<file path="src/verilog/lbf_pkg.sv">
// package: constants for the 64b/66b block framer with crc-12 sync header stream
`default_nettype none
package lbf_pkg;
  localparam int OCTETS_PER_BLOCK = 8;
  localparam int PAYLOAD_W = 64;
  localparam int BLOCK_W = 66;
  localparam int BLOCKS_PER_MB = 32;
  localparam int MB_PER_EMB = 1;
  localparam int CRC_W = 12;
  localparam logic [11:0] CRC_POLY = 12'h987;
  localparam logic [1:0] HDR_ONE = 2'h2;   // line bit0=0, bit1=1 reads as 01
  localparam logic [1:0] HDR_ZERO = 2'h1;  // line bit0=1, bit1=0 reads as 10
  localparam int EMB_END_BIT = 22;
  localparam logic [31:0] FIXED_ONES = 32'h80a88888;
  localparam int FIFO_DEPTH = 4;
endpackage
`default_nettype wire
</file>
<file path="src/verilog/lbf_fifo.sv">
// file: small valid/ready fifo
`default_nettype none
module lbf_fifo #(
  parameter int WIDTH = 64,
  parameter int DEPTH = 4
) (
  input wire logic i_sys_clk,            // clock
  input wire logic i_rst,                // sync reset
  input wire logic i_valid,              // write request
  output logic o_ready,                  // not full
  input wire logic [WIDTH-1:0] i_data,   // write data
  output logic o_valid,                  // not empty
  input wire logic i_ready,              // read accept
  output logic [WIDTH-1:0] o_data        // head word
);
  localparam int AW = $clog2(DEPTH);
  typedef struct packed {
    logic [AW-1:0] wp;
    logic [AW-1:0] rp;
    logic [AW:0] cnt;
  } lbf_fifo_st_t;
  lbf_fifo_st_t s_q, s_d;
  logic [WIDTH-1:0] mem [DEPTH];
  logic wr, rd;
  assign o_ready = (s_q.cnt != (AW+1)'(DEPTH));
  assign o_valid = (s_q.cnt != '0);
  assign o_data = mem[s_q.rp];
  assign wr = i_valid && o_ready;
  assign rd = i_ready && o_valid;
  always_comb begin
    s_d = s_q;
    if (wr) s_d.wp = AW'((32'(s_q.wp) + 1) % DEPTH);
    if (rd) s_d.rp = AW'((32'(s_q.rp) + 1) % DEPTH);
    s_d.cnt = s_q.cnt + (AW+1)'(wr) - (AW+1)'(rd);
  end
  always_ff @(posedge i_sys_clk) begin
    if (i_rst) s_q <= '0;
    else s_q <= s_d;
    if (wr) mem[s_q.wp] <= i_data;
  end
endmodule
`default_nettype wire

</file>
<file path="src/verilog/lbf_framer.sv">
// file: 64b/66b transmit block framer with multiblock timing and crc-12 stream
//
// Behaviour
// - pack eight octets into 64-bit payload
// - two-bit header then scrambled payload
// - header bits 0-1, octet k at 2+8k
// - 32 blocks form one multiblock
// - only one multiblock per extended multiblock
// - whole frames per extended multiblock
// - sysref resets extended multiblock timing clock
// - timing clock period 66x32xE line bits
// - header always 01 or 10
// - header 01 is one, 10 is zero
// - 32 header bits form stream word
// - stream ends 00001, unique in crc mode
// - stream bit 22 flags extended multiblock end
// - only crc-12 stream mode provided
// - crc over 2048 payload bits, sent next
// - crc bits and fixed ones at mapped positions
// - command positions always zero
// - crc polynomial 0x987
// - crc cleared per multiblock, read after 2048
`default_nettype none
module lbf_framer #(
  parameter int FIFO_DEPTH = lbf_pkg::FIFO_DEPTH
) (
  input wire logic i_sys_clk,                  // 250 mhz clock
  input wire logic i_rst,                      // sync reset, active high
  input wire logic i_sysref,                   // timing reference pulse
  input wire logic i_oct_valid,                // octet in valid
  output logic o_oct_ready,                    // octet in ready
  input wire logic [7:0] i_octet,              // transport octet
  input wire logic [63:0] i_scr_payload,       // scrambled payload back
  output logic o_pay_valid,                    // packed payload to scrambler
  output logic [63:0] o_payload,               // packed payload, payload_octet_zero first
  output logic o_blk_valid,                    // 66-bit block out valid
  input wire logic i_blk_ready,                // block accepted by serializer
  output logic [65:0] o_block,                 // line bit0 first
  output logic o_ext_multiblock_timing_clock,  // pulse at emb boundary
  output logic o_mb_start                      // first block of multiblock
);
  typedef struct packed {
    logic [2:0] oct_cnt;
    logic [63:0] pack;
    logic pay_valid;
    logic [63:0] payload;
    logic [4:0] blk_idx;
    logic [11:0] crc;
    logic [11:0] crc_prev;
    logic [31:0] stream;
    logic blk_valid;
    logic [65:0] block;
    logic emb_clk;
    logic mb_start;
  } lbf_st_t;
  lbf_st_t s_q, s_d;

  logic f_valid, f_ready;
  logic [63:0] f_data;

  ////////////////////////////////////////////////////////////////////////////
  // crc-12 step over one 64-bit word, msb of the last octet (bit 63) first
  function automatic logic [11:0] crc_word(input logic [11:0] c, input logic [63:0] w);
    logic [11:0] r;
    logic fb;
    r = c;
    for (int i = 0; i < 64; i++) begin
      fb = r[11] ^ w[63-i];
      r = {r[10:0], 1'b0};
      // hex form drops the +1 term and keeps x^12 as its msb
      if (fb) r = r ^ {lbf_pkg::CRC_POLY[10:0], 1'b1};
    end
    return r;
  endfunction

  // stream word for one multiblock from previous crc
  function automatic logic [31:0] build_stream(input logic [11:0] c);
    logic [31:0] s;
    s = lbf_pkg::FIXED_ONES;
    s[2:0] = {c[9], c[10], c[11]};
    s[6:4] = {c[6], c[7], c[8]};
    s[10:8] = {c[3], c[4], c[5]};
    s[14:12] = {c[0], c[1], c[2]};
    s[lbf_pkg::EMB_END_BIT] = (lbf_pkg::MB_PER_EMB == 1);
    return s;
  endfunction

  ////////////////////////////////////////////////////////////////////////////
  // scrambled payloads wait here for block assembly
  lbf_fifo #(.WIDTH(lbf_pkg::PAYLOAD_W), .DEPTH(FIFO_DEPTH)) u_fifo (
    .i_sys_clk(i_sys_clk),
    .i_rst(i_rst),
    .i_valid(s_q.pay_valid),
    .o_ready(f_ready),
    .i_data(i_scr_payload),
    .o_valid(f_valid),
    .i_ready(!s_q.blk_valid || i_blk_ready),
    .o_data(f_data)
  );

  ////////////////////////////////////////////////////////////////////////////
  always_comb begin
    logic take;
    logic [31:0] strm;
    logic [65:0] b;
    logic hb;
    take = 1'b0;
    strm = '0;
    b = '0;
    hb = 1'b0;
    s_d = s_q;
    s_d.emb_clk = 1'b0;
    // packer stalls while its payload register is full and fifo cannot take it
    if (s_q.pay_valid && f_ready) s_d.pay_valid = 1'b0;
    if (i_oct_valid && o_oct_ready) begin
      s_d.pack[8*s_q.oct_cnt +: 8] = i_octet;
      s_d.oct_cnt = s_q.oct_cnt + 3'h1;
      if (s_q.oct_cnt == 3'h7) begin
        s_d.payload = {i_octet, s_q.pack[55:0]};
        s_d.pay_valid = 1'b1;
      end
    end
    if (s_q.blk_valid && i_blk_ready) s_d.blk_valid = 1'b0;
    take = f_valid && (!s_q.blk_valid || i_blk_ready);
    if (take) begin
      strm = (s_q.blk_idx == 5'h0) ? build_stream(s_q.crc_prev) : s_q.stream;
      hb = strm[s_q.blk_idx];
      b[1:0] = hb ? lbf_pkg::HDR_ONE : lbf_pkg::HDR_ZERO;
      for (int k = 0; k < lbf_pkg::OCTETS_PER_BLOCK; k++) begin
        b[2+8*k +: 8] = f_data[8*k +: 8];
      end
      s_d.block = b;
      s_d.blk_valid = 1'b1;
      s_d.stream = strm;
      s_d.mb_start = (s_q.blk_idx == 5'h0);
      s_d.blk_idx = s_q.blk_idx + 5'h1;
      if (s_q.blk_idx == 5'h1f) begin
        s_d.crc_prev = crc_word(s_q.crc, f_data);
        s_d.crc = '0;
        s_d.emb_clk = 1'b1;
      end else begin
        s_d.crc = crc_word(s_q.crc, f_data);
      end
    end
    // sysref realigns the multiblock phase and timing clock
    if (i_sysref) begin
      s_d.blk_idx = '0;
      s_d.crc = '0;
      s_d.emb_clk = 1'b1;
    end
  end

  always_ff @(posedge i_sys_clk) begin
    if (i_rst) begin
      s_q <= '0;
    end else begin
      s_q <= s_d;
    end
  end

  assign o_oct_ready = !s_q.pay_valid || f_ready;
  assign o_pay_valid = s_q.pay_valid;
  assign o_payload = s_q.payload;
  assign o_blk_valid = s_q.blk_valid;
  assign o_block = s_q.block;
  assign o_ext_multiblock_timing_clock = s_q.emb_clk;
  assign o_mb_start = s_q.mb_start;

  ////////////////////////////////////////////////////////////////////////////
  AST_HDR_COMPL: assert property (@(posedge i_sys_clk) disable iff (i_rst)
    o_blk_valid |-> (o_block[0] != o_block[1]))
    else $error("header bits not complementary");
  AST_MULTIBLOCK_END_PILOT: assert property (@(posedge i_sys_clk) disable iff (i_rst)
    o_blk_valid && o_mb_start |-> s_q.stream[31:27] == 5'h10)
    else $error("stream end pattern wrong");
  AST_EMB_BIT: assert property (@(posedge i_sys_clk) disable iff (i_rst)
    o_blk_valid |-> s_q.stream[22] == 1'b1 || s_q.stream == '0)
    else $error("extended multiblock end flag clear");
  AST_CMD_ZERO: assert property (@(posedge i_sys_clk) disable iff (i_rst)
    o_blk_valid |-> (s_q.stream & 32'h07170000) == '0)
    else $error("command bits not zero");
  AST_ONES: assert property (@(posedge i_sys_clk) disable iff (i_rst)
    o_blk_valid && s_q.stream != '0 |-> (s_q.stream & 32'h00a88888) == 32'h00a88888)
    else $error("fixed ones missing");
  AST_SYSREF: assert property (@(posedge i_sys_clk) disable iff (i_rst)
    i_sysref |=> s_q.blk_idx == 5'h0 && o_ext_multiblock_timing_clock)
    else $error("sysref did not realign");
  AST_CRC_CLR: assert property (@(posedge i_sys_clk) disable iff (i_rst)
    $past(s_q.blk_idx) == 5'h1f && s_q.blk_idx == 5'h0 |-> s_q.crc == '0)
    else $error("crc not cleared at multiblock end");
  AST_HDR_MAP: assert property (@(posedge i_sys_clk) disable iff (i_rst)
    o_blk_valid && $changed(o_block) && !$past(i_sysref)
      |-> o_block[1] == s_q.stream[5'(s_q.blk_idx - 5'h1)])
    else $error("header does not carry stream bit");
  AST_BLK_HOLD: assert property (@(posedge i_sys_clk) disable iff (i_rst)
    o_blk_valid && !i_blk_ready |=> o_blk_valid && $stable(o_block))
    else $error("offered block changed before acceptance");
endmodule
`default_nettype wire

</file>
<file path="config.mk">
export PLATFORM = sky130hd
export DESIGN_NAME = lbf_framer
export DESIGN_NICKNAME = d
export VERILOG_FILES = /design/src/verilog/lbf_pkg.sv /design/src/verilog/lbf_fifo.sv /design/src/verilog/lbf_framer.sv
export SDC_FILE = /design/constraint.sdc
export NUM_CORES = 1
export LEC_CHECK = 0
export BUFFER_PORTS_ARGS = -buffer_cell sky130_fd_sc_hd__buf_4
export CAP_MARGIN = 20
export CORE_UTILIZATION = 54
export DETAILED_ROUTE_END_ITERATION = 6
export GPL_TIMING_DRIVEN = 0
export PLACE_DENSITY = 0.8
export SLEW_MARGIN = 10
export SYNTH_ARGS = -nofsm -noshare
export SYNTH_HDL_FRONTEND = slang
export SYNTH_HIERARCHICAL = 1
export SYNTH_SLANG_ARGS = --single-unit
</file>
<file path="constraint.sdc">
create_clock -name i_sys_clk -period 7.01 [get_ports i_sys_clk]
set_input_delay 0.701 -clock i_sys_clk [delete_from_list [all_inputs] [get_ports i_sys_clk]]
set_output_delay 0.701 -clock i_sys_clk [all_outputs]
set_load 0.02 [all_outputs]
</file>
==> impl_metrics.xml <==
<?xml version="1.0" encoding="UTF-8"?>
<metrics>
  <group name="synth">
    <metric name="ys_dominant_reg_cell" unit="">sky130_fd_sc_hd__dfxtp_1</metric>
    <metric name="ys_async_sr_fraction" unit="%">0</metric>
    <metric name="yosys_warnings" unit="">6</metric>
    <metric name="syn-num-nets" unit="">2034</metric>
    <metric name="synth_cell_type_count" unit="">51</metric>
    <metric name="mappedNetlistArea" unit="µm²">24040</metric>
    <metric name="synth_enable_flop_cells" unit="">256</metric>
    <metric name="post_synth_inst_count" unit="">1940</metric>
    <metric name="synth-seq-cells" unit="">519</metric>
    <metric name="yosysSeqAreaShare" unit="%">53.88</metric>
    <metric name="synthesis.area_per_instance" unit="µm²">12.39</metric>
  </group>
  <group name="global_route">
    <metric name="first_global_vias" unit="">15870</metric>
    <metric name="grt_max_degree" unit="">40</metric>
    <metric name="grt_pass1_wl" unit="µm">87130</metric>
    <metric name="grtUsageTotal" unit="%">25.48</metric>
    <metric name="grt.overflow.total" unit="">0</metric>
    <metric name="grt_antenna_before_repair" unit="">0</metric>
  </group>
  <group name="placed_design">
    <metric name="dp_hpwl" unit="µm">38690</metric>
    <metric name="placement.cell_area" unit="µm²">26480</metric>
    <metric name="portBuffers" unit="">211</metric>
    <metric name="gp_congestion" unit="">0.9057</metric>
  </group>
  <group name="sta">
    <metric name="timing.hold.ws" unit="ps">270.8</metric>
    <metric name="finClkSkew" unit="ps">37.22</metric>
    <metric name="max_freq" unit="GHz">0.1341</metric>
    <metric name="slew-limit-headroom" unit="%">28.34</metric>
    <metric name="grt_setup_unrepaired" unit="">yes</metric>
    <metric name="setup-violations-final" unit="">21</metric>
    <metric name="final_max_slew_viol_count" unit="">0</metric>
    <metric name="final_critical_path_setup_slack" unit="ps">-448.7</metric>
    <metric name="timing.final.hold_violations" unit="">0</metric>
    <metric name="period_minus_slack" unit="ps">7459</metric>
    <metric name="finalCritPeriodShare" unit="%">106.4</metric>
    <metric name="worst_slew_pin_slew" unit="ps">1075</metric>
  </group>
  <group name="layout">
    <metric name="syn2layout_area_growth" unit="%">26.39</metric>
    <metric name="layout-drive-gt1-share" unit="%">33.74</metric>
    <metric name="n_fill_cell" unit="">2659</metric>
    <metric name="fin_area" unit="µm²">30390</metric>
    <metric name="finalCoreUtilization" unit="%">69.92</metric>
    <metric name="antenna_cells" unit="">0</metric>
    <metric name="final_net_count" unit="">2425</metric>
  </group>
  <group name="critical_path">
    <metric name="timing.critical_path.fanout_max" unit="">8</metric>
    <metric name="cp_endpoint_kind" unit="">flip-flop</metric>
    <metric name="reg2reg_depth" unit="">25</metric>
    <metric name="slowest_delay" unit="ps">640</metric>
    <metric name="crit_arrival" unit="ps">7930</metric>
    <metric name="required_time_of_the_critical_path" unit="ps">7490</metric>
    <metric name="critical_path_class" unit="">flip-flop to flip-flop</metric>
    <metric name="critical_path.endpoint" unit="">s_q[117]$_SDFFE_PP0P_</metric>
    <metric name="crit-reg2reg-capture" unit="">s_q[117]$_SDFFE_PP0P_</metric>
    <metric name="worst-r2r-setup-slack" unit="ps">-450</metric>
    <metric name="worstSetupStartpointType" unit="">flip-flop</metric>
    <metric name="slowest_stage" unit="">sky130_fd_sc_hd__mux4_2</metric>
  </group>
  <group name="floorplan">
    <metric name="start_util" unit="%">55.32</metric>
    <metric name="dieArea" unit="µm²">45370</metric>
    <metric name="fp.dieW" unit="µm">213.0</metric>
    <metric name="fp.coreArea" unit="µm²">43460</metric>
    <metric name="die_h" unit="µm">213.0</metric>
    <metric name="number_of_rows_created_at_floorplan" unit="">76</metric>
    <metric name="design.portCount" unit="">212</metric>
  </group>
  <group name="job">
    <metric name="maxcap_viol_count" unit="">0</metric>
  </group>
  <group name="detailed_routing">
    <metric name="vias_per_std_cell" unit="">5.627</metric>
    <metric name="ant_nets" unit="">0</metric>
    <metric name="drt-wirelength-per-cell" unit="µm">22.51</metric>
    <metric name="first_iter_violations" unit="">1626</metric>
    <metric name="firstDrtPassIters" unit="">6</metric>
    <metric name="via_count" unit="">16650</metric>
    <metric name="drt-total-wl" unit="µm">66600</metric>
    <metric name="drc" unit="">0</metric>
  </group>
  <group name="cts">
    <metric name="cts_max_path_buffers" unit="">3</metric>
    <metric name="worstSkewPairLatency" unit="ps">630</metric>
    <metric name="cts_htree_levels" unit="">2</metric>
    <metric name="clock_sink_total" unit="">519</metric>
    <metric name="cts_made_buffers" unit="">51</metric>
    <metric name="cts_tree" unit="">done</metric>
    <metric name="holdBufCountCts" unit="">0</metric>
    <metric name="clkSlewWorstSetupHoldPaths" unit="ps">70</metric>
    <metric name="cts-root-buf" unit="">sky130_fd_sc_hd__clkbuf_16</metric>
  </group>
  <group name="worst_hold_path">
    <metric name="hold_depth" unit="">1</metric>
    <metric name="timing.hold.worst.class" unit="">input pin to flip-flop</metric>
  </group>
  <group name="run_status">
    <metric name="violations_in_the_final_reports" unit="">setup timing</metric>
    <metric name="result_of_the_run" unit="">finished with violations</metric>
  </group>
</metrics>
==> layer usage <==
| layer | global-route usage [%] | part of all wire (%) | up-vias |
|---|---|---|---|
| met3 | 3.412 | 7.6 | 233 |
| met5 | 0 | 0 | - |
| met4 | 11.16 | 5.7 | 0 |
| li1 | - | - | 7358 |
| met1 | 33.11 | 36 | 8126 |
| met2 | 42.83 | 50 | 932 |
==> cell families (layout without fill, tap and decap cells) <==
group	after synthesis	count (layout)	share of synthesized area [%]
AOI/OAI and AO/OA	233	233	5.074
xor gates and xnor gates	292	292	17.13
muxes	88	88	7.495
buffers and inverters	235	669	6.173
adders and majority gates	17	17	0.9160
and+or+nand+nor	556	556	9.332
DFF	519	519	53.88
==> Yosys cell counts (16+ instances only) <==
master	instances	share of area [%]
sky130_fd_sc_hd__nand2_1	350	5.5
sky130_fd_sc_hd__dfxtp_1	263	22
sky130_fd_sc_hd__edfxtp_1	256	32
sky130_fd_sc_hd__a21oi_1	208	4.3
sky130_fd_sc_hd__nor2_1	134	2.1
sky130_fd_sc_hd__xnor2_1	132	4.8
sky130_fd_sc_hd__buf_4	130	4.1
sky130_fd_sc_hd__xnor3_1	69	6.5
sky130_fd_sc_hd__mux4_2	68	6.4
sky130_fd_sc_hd__clkbuf_1	67	1.0
sky130_fd_sc_hd__xor2_1	43	1.6
sky130_fd_sc_hd__and2_1	19	0.49
sky130_fd_sc_hd__nand3_1	18	0.37
sky130_fd_sc_hd__ha_1	16	0.83
==> registers in the layout, summed over array words and instances, names as in the netlist, named ones only <==
name                           cells
s_q                              120
o_blk_valid                        1
o_ext_multiblock_timing_clock      1
u_fifo/mem                       256
o_payload                         64
o_block                           66
o_pay_valid                        1
u_fifo/s_q                         7
o_mb_start                         1
==> placed cells by master, fill, tap and decap left out, types with 5 or more instances in the layout <==
cell type | synthesis | final
sky130_fd_sc_hd__mux2i_1 | 12 | 12
sky130_fd_sc_hd__xor2_2 | 8 | 10
sky130_fd_sc_hd__buf_4 | 130 | 447
sky130_fd_sc_hd__xor3_2 | 3 | 6
sky130_fd_sc_hd__a21oi_1 | 208 | 207
sky130_fd_sc_hd__and2_1 | 19 | 15
sky130_fd_sc_hd__ha_1 | 16 | 16
sky130_fd_sc_hd__buf_12 | 6 | 19
sky130_fd_sc_hd__clkinv_2 | 0 | 8
sky130_fd_sc_hd__xor3_1 | 11 | 8
sky130_fd_sc_hd__xnor2_1 | 132 | 80
sky130_fd_sc_hd__inv_1 | 12 | 12
sky130_fd_sc_hd__clkinv_1 | 0 | 5
sky130_fd_sc_hd__xor2_4 | 1 | 16
sky130_fd_sc_hd__xnor3_2 | 10 | 52
sky130_fd_sc_hd__clkbuf_16 | 0 | 52
sky130_fd_sc_hd__xnor2_2 | 10 | 33
sky130_fd_sc_hd__nor3_1 | 12 | 12
sky130_fd_sc_hd__edfxtp_1 | 256 | 256
sky130_fd_sc_hd__nand3_1 | 18 | 18
sky130_fd_sc_hd__clkbuf_1 | 67 | 80
sky130_fd_sc_hd__a22oi_1 | 9 | 8
sky130_fd_sc_hd__dfxtp_1 | 263 | 262
sky130_fd_sc_hd__nor2_1 | 134 | 133
sky130_fd_sc_hd__nand2_1 | 350 | 349
sky130_fd_sc_hd__o21ai_0 | 6 | 6
sky130_fd_sc_hd__xor2_1 | 43 | 26
sky130_fd_sc_hd__clkbuf_8 | 0 | 10
sky130_fd_sc_hd__nand2b_1 | 6 | 6
sky130_fd_sc_hd__buf_6 | 1 | 7
sky130_fd_sc_hd__buf_1 | 12 | 12
sky130_fd_sc_hd__xnor3_1 | 69 | 27
sky130_fd_sc_hd__mux4_2 | 68 | 72
sky130_fd_sc_hd__xnor2_4 | 5 | 34
==> final cells by class <==
cell class	count	area (µm²)	share of cell area, %
inverter	12	45.04	0.1482
clock inverter	22	225.2	0.7412
timing repair buffer	338	2811	9.253
buffer	223	1455	4.789
sequential	519	12950	42.63
multi-input combinational	1186	10700	35.22
clock buffer	74	1463	4.814
tap	585	732.0	2.409
==> through the flow <==
stage,setup slack (ps),setup TNS [ps],instances
after floorplan,144.5,0,1940
after global placement,-999.5,-12480,2736
after detailed placement,-1067,-13750,2740
after CTS,4.586,0,2881
after global routing,-504.9,-6912,2959
final,-448.7,-5437,2959
==> repair_timing <==
action | in CTS | in global routing
endpoints found under the setup margin | 24 | 22
pin swaps | 42 | 49
gates cloned | 0 | 1
buffers inserted | 45 | 77
endpoints found under the hold margin | 0 | 0
resized for setup | 102 | 79
==> critical path, delay by kind of cell (launching register included) <==
family          cells  cell delay [ps]
compound gates      1              200
xor+xnor           14             4660
buf+inv             8             1310
simple gates        1              100
mux                 1              640
flops               1              340
==> worst min path at each step <==
stage | startpoint | endpoint | slack (ps)
CTS | i_scr_payload[1] | u_fifo/mem[2][1]$_DFFE_PP_ | 260
global placement | s_q[93]$_SDFFE_PP0P_ | s_q[93]$_SDFFE_PP0P_ | 440
finish | i_scr_payload[1] | u_fifo/mem[0][1]$_DFFE_PP_ | 270
detailed placement | s_q[94]$_SDFFE_PP0P_ | s_q[94]$_SDFFE_PP0P_ | 440
global route | i_scr_payload[1] | u_fifo/mem[1][1]$_DFFE_PP_ | 260
floorplan | s_q[97]$_SDFFE_PP0P_ | s_q[97]$_SDFFE_PP0P_ | 420
Power is not shown: default switching activity piles up to over one toggle a cycle in this logic, so the estimate is an artifact.
